==> config.mk <==
export PLATFORM = sky130hd
export DESIGN_NAME = dsfo_core
export DESIGN_NICKNAME = d
export VERILOG_FILES = /design/src/design/dsfo_pkg.sv /design/src/design/dsfo_core.sv
export VERILOG_INCLUDE_DIRS = /design/src /design/src/design
export SDC_FILE = /design/constraint.sdc
export NUM_CORES = 2
export LEC_CHECK = 0
export ABC_AREA = 1
export BUFFER_PORTS_ARGS = -buffer_cell sky130_fd_sc_hd__buf_2
export CAP_MARGIN = 20
export CORE_MARGIN = 2
export CORE_UTILIZATION = 55
export DETAILED_ROUTE_END_ITERATION = 10
export PLACE_DENSITY = 0.8
export SETUP_SLACK_MARGIN = 0.5
export SLEW_MARGIN = 20
export SYNTH_ARGS = -nofsm -noshare
export SYNTH_HDL_FRONTEND = slang
export SYNTH_SLANG_ARGS = --single-unit
export TNS_END_PERCENT = 50
==> constraint.sdc <==
create_clock -name clk -period 11.5 [get_ports clk]
set_input_delay 2.3 -clock clk [delete_from_list [all_inputs] [get_ports clk]]
set_output_delay 2.3 -clock clk [all_outputs]
set_load 0.01 [all_outputs]
==> src/design/dsfo_params.svh <==
`ifndef DSFO_PARAMS_SVH
`define DSFO_PARAMS_SVH
`define DSFO_OFF_CTRL      12'h000
`define DSFO_OFF_OLLVL     12'h004
`define DSFO_OFF_ARV1      12'h008
`define DSFO_OFF_ARV2      12'h00c
`define DSFO_OFF_PIDLVL    12'h010
`define DSFO_OFF_MONSEL    12'h014
`define DSFO_OFF_FLAGS     12'h018
`define DSFO_OFF_IRQST     12'h01c
`define DSFO_OFF_IRQMSK    12'h020
`define DSFO_OFF_OUTSEL    12'h024
`define DSFO_OFF_TOL       12'h028
`define DSFO_CTRL_RST      32'h0000_0001
`define DSFO_OLLVL_MAX     16'h07d0
`define DSFO_OLLVL_RST     16'h03e8
`define DSFO_PIDLVL_MAX    16'h03e8
`define DSFO_PIDLVL_RST    16'h001e
`define DSFO_ARV_RST       16'h0000
`define DSFO_TOL_RST       16'h0005
`define DSFO_PCT200        16'h07d0
`define DSFO_PCT100        16'h03e8
`define DSFO_SRC_DFREQ     3'h3
`define DSFO_OPT_OD        5'h04
`define DSFO_OPT_POK       5'h17
`define DSFO_OPT_FA4       5'h18
`define DSFO_OPT_FA5       5'h19
`define DSFO_OPT_OL2       5'h1a
`define DSFO_OPT_OL        5'h03
`define DSFO_OPT_FA1       5'h01
`endif

==> src/design/dsfo_pkg.sv <==
package dsfo_pkg;
	typedef struct packed {
		logic [15:0] outFreq;
		logic [15:0] maxFreq;
		logic [15:0] rampFreq;
		logic [15:0] current;
		logic [15:0] torque;
		logic [15:0] voltage;
		logic [15:0] inPower;
		logic [15:0] thermal;
		logic [15:0] pidError;
		logic        accel;
		logic        decel;
		logic        posAtTarget;
	} dsfo_inputs_t;
	typedef struct packed {
		logic arrivalFlagFirst;
		logic overFreqFlagTwo;
		logic atFreqFlagTwo;
		logic overloadWarnOne;
		logic overloadWarnTwo;
		logic pidDeviationFlag;
		logic positionCompleteFlag;
	} dsfo_flags_t;
	typedef enum logic [2:0] {
		DSFO_RAMP_STEADY = 3'b001,
		DSFO_RAMP_ACCEL  = 3'b010,
		DSFO_RAMP_DECEL  = 3'b100
	} dsfo_ramp_t;
endpackage

==> src/design/dsfo_core.sv <==
// The implementer's own choices: the AHB-Lite slave port and the address map.
`include "dsfo_params.svh"
module dsfo_core
	import dsfo_pkg::*;
#(
	parameter int NUM_OUT  = 4,
	parameter int PWM_BITS = 10
) (
	input  wire logic               clk,
	input  wire logic               sys_rst,
	input  wire logic               hsel,
	input  wire logic [11:0]        haddr,
	input  wire logic [1:0]         htrans,
	input  wire logic               hwrite,
	input  wire logic [2:0]         hsize,
	input  wire logic [31:0]        hwdata,
	input  wire logic               hready,
	output logic      [31:0]        hrdata,
	output logic                    hreadyout,
	output logic                    hresp,
	input  wire dsfo_inputs_t       quant,
	output logic      [NUM_OUT-1:0] outTerminal,
	output logic                    frequencyMonitorOut,
	output logic                    analogVoltageMonitorOut,
	output logic                    analogCurrentMonitorOut,
	output logic                    irq
);
	// one select byte per terminal in a 32-bit word, so four terminals at most
	if (NUM_OUT < 1 || NUM_OUT > 4 || PWM_BITS < 4 || PWM_BITS > 16) begin : gBadParam
		$error("bad parameters");
	end

	logic [31:0] ctrl_r, olLvl_r, arv1_r, arv2_r, pidLvl_r, monSel_r, irqSt_r, irqMsk_r, outSel_r, tol_r;
	logic [11:0] aAddr_r;
	logic        aWr_r, aVal_r;
	dsfo_flags_t flags_r, flagsNxt;
	dsfo_ramp_t  ramp;

	// ahb address phase capture
	wire busReq = hsel & hready & htrans[1];
	always_ff @(posedge clk or posedge sys_rst) begin
		if (sys_rst) begin
			aAddr_r <= 12'h000;
			aWr_r   <= 1'b0;
			aVal_r  <= 1'b0;
		end else begin
			aVal_r  <= busReq;
			aWr_r   <= hwrite;
			aAddr_r <= {haddr[11:2], 2'b00};
		end
	end
	assign hreadyout = 1'b1;
	assign hresp     = 1'b0;
	wire wrEn = aVal_r & aWr_r;
	function automatic logic hit(input logic [11:0] a, input logic [11:0] off);
		return a == off;
	endfunction

	// clamp settings to legal range
	wire [15:0] olIn  = (hwdata[15:0] > `DSFO_OLLVL_MAX) ? `DSFO_OLLVL_MAX : hwdata[15:0];
	wire [15:0] pidIn = (hwdata[15:0] > `DSFO_PIDLVL_MAX) ? `DSFO_PIDLVL_MAX : hwdata[15:0];
	// code 3 refused on the two analog outputs
	wire [2:0]  selAm  = (hwdata[6:4] == `DSFO_SRC_DFREQ) ? monSel_r[6:4] : hwdata[6:4];
	wire [2:0]  selAmi = (hwdata[10:8] == `DSFO_SRC_DFREQ) ? monSel_r[10:8] : hwdata[10:8];

	wire [6:0]  flagRise = flagsNxt & ~flags_r;
	wire [31:0] irqSet   = {25'h0, flagRise};
	wire [31:0] irqClr   = (wrEn && hit(aAddr_r, `DSFO_OFF_IRQST)) ? hwdata : 32'h0;

	always_ff @(posedge clk or posedge sys_rst) begin
		if (sys_rst) begin
			ctrl_r   <= `DSFO_CTRL_RST;
			olLvl_r  <= {16'h0, `DSFO_OLLVL_RST};
			arv1_r   <= {`DSFO_ARV_RST, `DSFO_ARV_RST};
			arv2_r   <= {`DSFO_ARV_RST, `DSFO_ARV_RST};
			pidLvl_r <= {16'h0, `DSFO_PIDLVL_RST};
			monSel_r <= 32'h0;
			irqSt_r  <= 32'h0;
			irqMsk_r <= 32'h0;
			outSel_r <= {3'h0, `DSFO_OPT_POK, 3'h0, `DSFO_OPT_OD, 3'h0, `DSFO_OPT_OL, 3'h0, `DSFO_OPT_FA1};
			tol_r    <= {16'h0, `DSFO_TOL_RST};
		end else begin
			if (wrEn && hit(aAddr_r, `DSFO_OFF_CTRL))   ctrl_r   <= {31'h0, hwdata[0]};
			if (wrEn && hit(aAddr_r, `DSFO_OFF_OLLVL))  olLvl_r  <= {16'h0, olIn};
			if (wrEn && hit(aAddr_r, `DSFO_OFF_ARV1))   arv1_r   <= hwdata;
			if (wrEn && hit(aAddr_r, `DSFO_OFF_ARV2))   arv2_r   <= hwdata;
			if (wrEn && hit(aAddr_r, `DSFO_OFF_PIDLVL)) pidLvl_r <= {16'h0, pidIn};
			if (wrEn && hit(aAddr_r, `DSFO_OFF_MONSEL)) monSel_r <= {21'h0, selAmi, 1'b0, selAm, 1'b0, hwdata[2:0]};
			if (wrEn && hit(aAddr_r, `DSFO_OFF_IRQMSK)) irqMsk_r <= {25'h0, hwdata[6:0]};
			if (wrEn && hit(aAddr_r, `DSFO_OFF_OUTSEL)) outSel_r <= hwdata;
			if (wrEn && hit(aAddr_r, `DSFO_OFF_TOL))    tol_r    <= {16'h0, hwdata[15:0]};
			irqSt_r <= (irqSt_r & ~irqClr) | irqSet;
		end
	end

	always_comb begin
		hrdata = 32'h0;
		if (aVal_r && !aWr_r) begin
			unique case (aAddr_r)
				`DSFO_OFF_CTRL:   hrdata = ctrl_r;
				`DSFO_OFF_OLLVL:  hrdata = olLvl_r;
				`DSFO_OFF_ARV1:   hrdata = arv1_r;
				`DSFO_OFF_ARV2:   hrdata = arv2_r;
				`DSFO_OFF_PIDLVL: hrdata = pidLvl_r;
				`DSFO_OFF_MONSEL: hrdata = monSel_r;
				`DSFO_OFF_FLAGS:  hrdata = {25'h0, flags_r};
				`DSFO_OFF_IRQST:  hrdata = irqSt_r;
				`DSFO_OFF_IRQMSK: hrdata = irqMsk_r;
				`DSFO_OFF_OUTSEL: hrdata = outSel_r;
				`DSFO_OFF_TOL:    hrdata = tol_r;
				default:          hrdata = 32'h0;
			endcase
		end
	end
	assign irq = |(irqSt_r & irqMsk_r);

	// flag evaluation, every cycle
	assign ramp = quant.accel ? DSFO_RAMP_ACCEL : (quant.decel ? DSFO_RAMP_DECEL : DSFO_RAMP_STEADY);
	function automatic logic nearTo(input logic [15:0] f, input logic [15:0] t, input logic [15:0] tol);
		return ((f >= t) ? (f - t) : (t - f)) <= tol;
	endfunction
	wire [15:0] tol = tol_r[15:0];
	wire olGate = ctrl_r[0] ? (ramp == DSFO_RAMP_STEADY) : (ramp != DSFO_RAMP_STEADY);
	wire ol1 = olGate && (quant.current >= olLvl_r[15:0]);
	wire ol2 = quant.current > olLvl_r[15:0];

	always_comb begin
		flagsNxt = flags_r;
		// hysteretic arrival flags
		unique case (ramp)
			DSFO_RAMP_ACCEL: begin
				if (quant.outFreq >= arv1_r[15:0]) flagsNxt.arrivalFlagFirst = 1'b1;
				if (quant.outFreq >= arv2_r[15:0]) flagsNxt.overFreqFlagTwo = 1'b1;
			end
			DSFO_RAMP_DECEL: begin
				if (quant.outFreq < arv1_r[31:16]) flagsNxt.arrivalFlagFirst = 1'b0;
				if (quant.outFreq < arv2_r[31:16]) flagsNxt.overFreqFlagTwo = 1'b0;
			end
			DSFO_RAMP_STEADY: begin
			end
			default: begin
			end
		endcase
		flagsNxt.atFreqFlagTwo = (quant.accel && nearTo(quant.outFreq, arv2_r[15:0], tol)) ||
			(quant.decel && nearTo(quant.outFreq, arv2_r[31:16], tol));
		flagsNxt.overloadWarnOne = ol1;
		flagsNxt.overloadWarnTwo = ol2;
		flagsNxt.pidDeviationFlag = quant.pidError > pidLvl_r[15:0];
		flagsNxt.positionCompleteFlag = quant.posAtTarget;
	end
	always_ff @(posedge clk or posedge sys_rst) begin
		if (sys_rst) flags_r <= '0;
		else flags_r <= flagsNxt;
	end

	// option code to flag decode
	function automatic logic pick(input logic [4:0] code, input dsfo_flags_t f);
		unique case (code)
			`DSFO_OPT_FA1: return f.arrivalFlagFirst;
			`DSFO_OPT_OL:  return f.overloadWarnOne;
			`DSFO_OPT_OD:  return f.pidDeviationFlag;
			`DSFO_OPT_POK: return f.positionCompleteFlag;
			`DSFO_OPT_FA4: return f.overFreqFlagTwo;
			`DSFO_OPT_FA5: return f.atFreqFlagTwo;
			`DSFO_OPT_OL2: return f.overloadWarnTwo;
			default:       return 1'b0;
		endcase
	endfunction
	genvar gi;
	generate
		for (gi = 0; gi < NUM_OUT; gi++) begin : gTerm
			always_ff @(posedge clk or posedge sys_rst) begin
				if (sys_rst) outTerminal[gi] <= 1'b0;
				else outTerminal[gi] <= pick(outSel_r[gi*8 +: 5], flags_r);
			end
		end
	endgenerate

	// monitor source scaling to pwm duty
	function automatic logic [PWM_BITS-1:0] scale(input logic [15:0] v, input logic [15:0] fs);
		logic [31:0] p;
		p = 32'h0;
		if (fs == 16'h0) return '0;
		if (v >= fs) return '1;
		p = ({16'h0, v} << PWM_BITS) / {16'h0, fs};
		return p[PWM_BITS-1:0];
	endfunction
	function automatic logic [PWM_BITS-1:0] srcDuty(input logic [2:0] s, input dsfo_inputs_t q);
		unique case (s)
			3'h0: return scale(q.outFreq, q.maxFreq);
			3'h1: return scale(q.current, `DSFO_PCT200);
			3'h2: return scale(q.torque, `DSFO_PCT200);
			3'h3: return scale(q.outFreq, q.maxFreq);
			3'h4: return scale(q.voltage, `DSFO_PCT100);
			3'h5: return scale(q.inPower, `DSFO_PCT200);
			3'h6: return scale(q.thermal, `DSFO_PCT100);
			3'h7: return scale(q.rampFreq, q.maxFreq);
			default: return '0;
		endcase
	endfunction
	logic [PWM_BITS-1:0] pwmCnt_r, fmDuty_r, amDuty_r, amiDuty_r;
	always_ff @(posedge clk or posedge sys_rst) begin
		if (sys_rst) begin
			pwmCnt_r <= '0;
			fmDuty_r <= '0;
			amDuty_r <= '0;
			amiDuty_r <= '0;
			frequencyMonitorOut <= 1'b0;
			analogVoltageMonitorOut <= 1'b0;
			analogCurrentMonitorOut <= 1'b0;
		end else begin
			pwmCnt_r <= PWM_BITS'(pwmCnt_r + 1'b1);
			if (pwmCnt_r == '1) begin
				fmDuty_r <= srcDuty(monSel_r[2:0], quant);
				amDuty_r <= srcDuty(monSel_r[6:4], quant);
				amiDuty_r <= srcDuty(monSel_r[10:8], quant);
			end
			frequencyMonitorOut <= pwmCnt_r < fmDuty_r;
			analogVoltageMonitorOut <= pwmCnt_r < amDuty_r;
			analogCurrentMonitorOut <= pwmCnt_r < amiDuty_r;
		end
	end

	a_pos_flag: assert property (@(posedge clk) disable iff (sys_rst)
		1'b1 |=> flags_r.positionCompleteFlag == $past(quant.posAtTarget))
		else $error("position flag wrong");
	a_over2_set: assert property (@(posedge clk) disable iff (sys_rst)
		quant.accel && quant.outFreq >= arv2_r[15:0] |=> flags_r.overFreqFlagTwo)
		else $error("over freq two not set");
	a_over2_clr: assert property (@(posedge clk) disable iff (sys_rst)
		!quant.accel && quant.decel && quant.outFreq < arv2_r[31:16] |=> !flags_r.overFreqFlagTwo)
		else $error("over freq two not cleared");
	a_ol2_level: assert property (@(posedge clk) disable iff (sys_rst)
		quant.current <= olLvl_r[15:0] |=> !flags_r.overloadWarnTwo)
		else $error("overload two high below level");
	a_am_no_dfreq: assert property (@(posedge clk) disable iff (sys_rst)
		monSel_r[6:4] != `DSFO_SRC_DFREQ && monSel_r[10:8] != `DSFO_SRC_DFREQ)
		else $error("digital frequency on analog output");
	a_ol_range: assert property (@(posedge clk) disable iff (sys_rst)
		olLvl_r[15:0] <= `DSFO_OLLVL_MAX)
		else $error("overload level out of range");
	a_pid_flag: assert property (@(posedge clk) disable iff (sys_rst)
		quant.pidError > pidLvl_r[15:0] |=> flags_r.pidDeviationFlag)
		else $error("pid flag missed");
	a_ol_mode: assert property (@(posedge clk) disable iff (sys_rst)
		ctrl_r[0] && ramp != DSFO_RAMP_STEADY |=> !flags_r.overloadWarnOne)
		else $error("overload one outside mode");
	a_irq_sticky: assert property (@(posedge clk) disable iff (sys_rst)
		$rose(flags_r.pidDeviationFlag) |-> irqSt_r[1])
		else $error("status bit not set");
	a_arr1_set: assert property (@(posedge clk) disable iff (sys_rst)
		quant.accel && quant.outFreq >= arv1_r[15:0] |=> flags_r.arrivalFlagFirst)
		else $error("arrival one not set");
	a_arr1_clr: assert property (@(posedge clk) disable iff (sys_rst)
		!quant.accel && quant.decel && quant.outFreq < arv1_r[31:16] |=> !flags_r.arrivalFlagFirst)
		else $error("arrival one not cleared");
	a_over2_hold: assert property (@(posedge clk) disable iff (sys_rst)
		ramp == DSFO_RAMP_STEADY |=> flags_r.overFreqFlagTwo == $past(flags_r.overFreqFlagTwo))
		else $error("over freq two moved at steady speed");
	a_at2_accel: assert property (@(posedge clk) disable iff (sys_rst)
		quant.accel && quant.outFreq == arv2_r[15:0] |=> flags_r.atFreqFlagTwo)
		else $error("at freq two missed");
	a_at2_idle: assert property (@(posedge clk) disable iff (sys_rst)
		!quant.accel && !quant.decel |=> !flags_r.atFreqFlagTwo)
		else $error("at freq two high at steady speed");
	a_ol2_high: assert property (@(posedge clk) disable iff (sys_rst)
		quant.current > olLvl_r[15:0] |=> flags_r.overloadWarnTwo)
		else $error("overload two missed");
	a_ol1_set: assert property (@(posedge clk) disable iff (sys_rst)
		ctrl_r[0] && ramp == DSFO_RAMP_STEADY && quant.current >= olLvl_r[15:0] |=> flags_r.overloadWarnOne)
		else $error("overload one missed");
	a_ol1_low: assert property (@(posedge clk) disable iff (sys_rst)
		quant.current < olLvl_r[15:0] |=> !flags_r.overloadWarnOne)
		else $error("overload one high below level");
	a_ol_mode0: assert property (@(posedge clk) disable iff (sys_rst)
		!ctrl_r[0] && ramp == DSFO_RAMP_STEADY |=> !flags_r.overloadWarnOne)
		else $error("overload one at steady speed in mode 0");
	a_pid_clear: assert property (@(posedge clk) disable iff (sys_rst)
		quant.pidError <= pidLvl_r[15:0] |=> !flags_r.pidDeviationFlag)
		else $error("pid flag high within level");
	a_pid_range: assert property (@(posedge clk) disable iff (sys_rst)
		pidLvl_r[15:0] <= `DSFO_PIDLVL_MAX)
		else $error("pid level out of range");
	a_term_pos: assert property (@(posedge clk) disable iff (sys_rst)
		outSel_r[4:0] == `DSFO_OPT_POK |=> outTerminal[0] == $past(flags_r.positionCompleteFlag))
		else $error("terminal zero not position flag");
endmodule

==> results of run 1 <==
[per-layer routing]
metal / track usage (%) / GRT overflow
met1: 63.40 / 0
met2: 81.66 / 0
met3: 53.26 / 0
met4: 60.14 / 1
met5: 37.62 / 0
[stage by stage]
step / cell area (µm²) / TNS, ns
2_1_floorplan: 87820 / -1318.86
3_3_place_gp: 123700 / -1283.03
3_5_place_dp: 123700 / -1334.65
4_1_cts: 130000 / -1186.38
[synthesized netlist by cell type (all sizes together) (12+ instances only)]
cell     instances
a21o            46
nand3b          83
nor2          1272
xnor2          287
clkinv          42
o21bai          72
a21oi          875
o22ai           49
inv           2218
or2            115
xor2           528
o221ai          24
a31oi           34
a221oi          69
nor4            34
and2            39
o2111ai         20
a21boi          22
mux2i           12
a211oi          28
o31ai           39
dfrtp          238
nand4          316
o21a            48
nor3           149
ha            1016
a2111oi         17
nand3         1110
o21ai         1164
dfstp           21
nand2         4345
clkbuf         175
buf             82
o211ai          43
[cell families after synthesis]
logic type | count (synthesis)
AO/OA/AOI/OAI | 2610
multiplexers | 13
flip-flops | 259
XOR/XNOR | 815
AND/OR/NAND/NOR | 7481
adder cells (fa/ha/maj) | 1022
buffers and inverters | 2520
other | 2
[repair_timing]
item	CTS
cloned	11
endpoints found under the setup margin	30
resized for setup	547
buffers inserted	436
hold buffers	0
pin swaps	412
endpoints found under the hold margin	0
==> impl_metrics.toml, run 1 <==
[yosys]
synthAdderAreaFrac_pct = 14.91
synth_xor_area_share_pct = 8.310
syn_area_per_cell_um2 = 5.847
synth-simple-area-share_pct = 40.08
synth_compound_area_share_pct = 17.28
synth_top_area_share_pct = 17.65
yosysWarnings = 0
synth_edf_count = 0
ys_seq_elements = 259
netlist_area_mm2 = 0.08608
async_flop_share_pct = 100.0
synth_area_leaders = "nand2_1 (18%), ha_1 (15%), inv_1 (9.3%)"
ys_seq_area_share_pct = 7.560
synth.mux.area_fraction_pct = 0.1526
synth.largest_area_cell = "nand2_1"
synth_cell_type_count = 101
synth_top_family_by_area = "simple AND/OR/NAND/NOR gates"
syn_inst = 14720
synth_top_flop_cell = "dfrtp_1"

[floorplanning]
initial_core_util_pct = 55.23
fp-row-count = 145
pin_count = 243
die_x_um = 399.6
die-height_um = 399.6

[clocking]
clock_path_buffers = 3
cts_sinks = 259
cts_root_buffer = "clkbuf_16"
htree_levels = 1
cts_buffers = 25

[place]
place_inst = 21300
dp_slack_ns = -54.70
io_buffers = 234
dpl.hpwl_um = 275000
gp_congestion = 1.021

[outcome]
outcome = "stopped before the end"
stop_stage = "5_1_grt"
error = "[ERROR GRT-0232] Routing congestion too high. Check the congestion heatmap in the GUI."

[global_route]
gr-usage-all-layers_pct = 65.22
grt_max_degree = 115
overflow = 1
==> run 2, diff against run 1 <==
- CORE_UTILIZATION: 55 -> 40
- PLACE_DENSITY: 0.8 -> default
- PLACE_DENSITY_LB_ADDON: default -> 0.15
- SETUP_SLACK_MARGIN: 0.5 -> default
==> run 2 against run 1 <==
Net effect: the flow now finishes, with violations (setup timing); synthesized cell count unchanged; area after synthesis unchanged.
==> impl_metrics.toml, run 2 <==
[job]
drv_cap = 0

[floorplanning]
core_area_mm2 = 0.2142
pin_count = 243
initial_core_util_pct = 40.19
die_x_um = 467.9
die-height_um = 467.9
die-area_mm2 = 0.2189
fp-row-count = 170

[clocking]
clock_latency_ns = 0.60
cts_sinks = 259
cts_root_buffer = "clkbuf_16"
cts_tree = "yes"
cts.clk_slew.worst_paths_ns = 0.07
cts_buffers = 26
htree_levels = 1
hold_buffers = 0
clock_path_buffers = 3

[critical_path]
crit_path_end_kind = "flop"
critical_path.slowest_cell = "nor4_4"
critPathKind = "in2reg"
rr_worst_depth = 23
cp_max_fo = 8
reg2reg_slack_ns = 6.06
crit_family = "simple AND/OR/NAND/NOR gates"
cp_data_arrival_time_ns = 61.89
r2r-end = "irqSt_r[4]$_DFF_PP0_"
critPathLaunchType = "input port"
reg2reg_from = "arv2_r[11]$_DFFE_PP0P_"
path_buf_inv = 153
cp.required_ns = 11.97
cp_common_cell = "buf_4"
cpPeakStageDelay_ns = 0.37

[yosys]
synth_common_cells = "nand2_1 (4048), inv_1 (2123), nor2_1 (1083)"
netlist_area_mm2 = 0.08608
ys_seq_elements = 259
synth_top_area_share_pct = 17.65
syn_area_per_cell_um2 = 5.847
synth_cell_type_count = 101
ys_seq_area_share_pct = 7.560
async_flop_share_pct = 100.0
synth_edf_count = 0
synth_top_flop_cell = "dfrtp_1"
synth.largest_area_cell = "nand2_1"
syn_inst = 14720
synth_area_leaders = "nand2_1 (18%), ha_1 (15%), inv_1 (9.3%)"
yosysWarnings = 0
synth.most_common_cell = "nand2_1"

[sta]
finalCritPeriodShare_pct = 534.1
slew_headroom_pct = 27.83
finClkSkew_ns = 0.03170
timing.final.ws_setup_ns = -49.92
tightest_slew_ns = 1.079
rsz0062_at_grt = "true"
tns_ns = -1219.44
max_freq_mhz = 16.28
hold_viol = 0
setup-violations-final = 30
drv_slew = 0
min_period_ns = 61.42

[routing]
wl_per_cell_um = 14.79
antenna_left = 0
finalWirelength_um = 339300
vias = 114600
drc = 0
via_per_inst = 4.992
dr.pass1.iters = 7
drt-initial-drc-count = 7168

[global_route]
first_global_vias = 107400
grt_max_degree = 165
overflow = 0
gr-usage-all-layers_pct = 28.86
grt_pass1_wl_um = 528400
antenna_found_initial = 7

[final_layout]
final_common_cell = "buf_4"
drive_above_1_share_pct = 37.89
finalInstanceArea_mm2 = 0.1370
fin_util_pct = 63.94
nNetsFinal = 21310
n_fill_cell = 19600
most-common-layout-cells = "buf_4 (5239), nand2_1 (3851), inv_1 (2022)"
area_delta_synth_final_pct = 59.12

[worst_hold_path]
min_to = "arv1_r[29]$_DFFE_PP0P_"
min_path_type = "reg2reg"
whs_path_depth = 2
min_from = "arv1_r[29]$_DFFE_PP0P_"

[place]
dpl.hpwl_um = 262900
placed_cell_area_mm2 = 0.1259
dp_slack_ns = -51.82
gp_congestion = 0.9741
io_buffers = 234

[outcome]
violations = "setup timing"
outcome = "complete, but fails checks"
-- run 2: cell counts after synthesis --
Identical to the previous run, type by type.
-- run 2: cell type report --
class                   instances  area [µm²]  share of cell area, %
repair buffers               5569       41970                  30.64
inverters                    2262        8733                  6.376
diodes                          5       12.51               0.009135
repair inverters                9       71.32                0.05207
clock inverters                 9       106.4                0.07765
well taps                    2838        3551                  2.593
flip-flops and latches        259        6507                  4.751
clock buffers                  38       755.7                 0.5518
multi-input cells           11960       75260                  54.95
-- run 2: worst max path at each step --
| stage | slack [ns] | end | start | depth (start not counted) |
|---|---|---|---|---|
| final | -49.92 | amiDuty_r[0]$_DFFE_PP0N_ | quant[116] | 498 |
| after global routing | -53.57 | amiDuty_r[0]$_DFFE_PP0N_ | quant[116] | 493 |
| after CTS | -46.87 | amiDuty_r[0]$_DFFE_PP0N_ | quant[116] | 464 |
| after detailed placement | -51.82 | amiDuty_r[0]$_DFFE_PP0N_ | quant[116] | 476 |
| after global placement | -50.42 | amiDuty_r[0]$_DFFE_PP0N_ | quant[116] | 485 |
| after floorplan | -53.77 | amiDuty_r[0]$_DFFE_PP0N_ | quant[116] | 526 |
-- run 2: cell families after synthesis --
kind of cell             share of synthesized area (%)
AND/OR/NAND/NOR                                  40.08
AO/OA/AOI/OAI                                    17.28
buffers and inverters                            11.70
adder cells (fa/ha/maj)                          14.91
XOR/XNOR                                         8.310
flip-flops                                       7.560
multiplexers                                    0.1526
other                                         0.008725
-- run 2: worst reg2reg max path, stage by stage (launching register included) --
cell and delay (ns):
dfrtp_1 0.44, ha_1 0.37, a21oi_1 0.23, o21ai_0 0.12, inv_1 0.09, nor3_1 0.04, a2111oi_0 0.40, nand3_1 0.79
inv_1 0.52, nand2_1 0.10, a32o_1 0.30, a221oi_1 0.30, xor2_1 0.18, inv_1 0.06, ha_1 0.28, nand2_1 0.06
o21ai_0 0.16, nand3_1 0.08, nand2_1 0.06, nand2_1 0.05, a32o_1 0.26, a22o_1 0.24, nand2_1 0.12, nand2_1 0.06
-- run 2: through the flow --
step / hold slack, ns / cells
finish: 0.4860 / 22950
global placement: 0.4653 / 22230
detailed placement: 0.4726 / 22230
floorplan: 0.4494 / 14730
global route: 0.5070 / 22950
CTS: 0.4892 / 22770
-- run 2: timing repair --
item / CTS / global route
gates cloned: 18 / 3
setup endpoints to repair: 30 / 30
setup buffers: 470 / 175
pin swaps: 474 / 506
gates resized for setup: 522 / 704
-- run 2: layer usage --
| metal | GRT usage, % | share of wire, % | vias to the layer above |
|---|---|---|---|
| met5 | 0 | 0.012 | - |
| met1 | 36.84 | 43 | 51630 |
| li1 | - | - | 59130 |
| met2 | 51.63 | 48 | 2974 |
| met4 | 8.025 | 3.9 | 6 |
| met3 | 2.242 | 5.3 | 824 |
Power of run 2 is left out: the tool's default activity adds up to more than one toggle a clock period on the data nets, which glitch-free logic cannot reach.
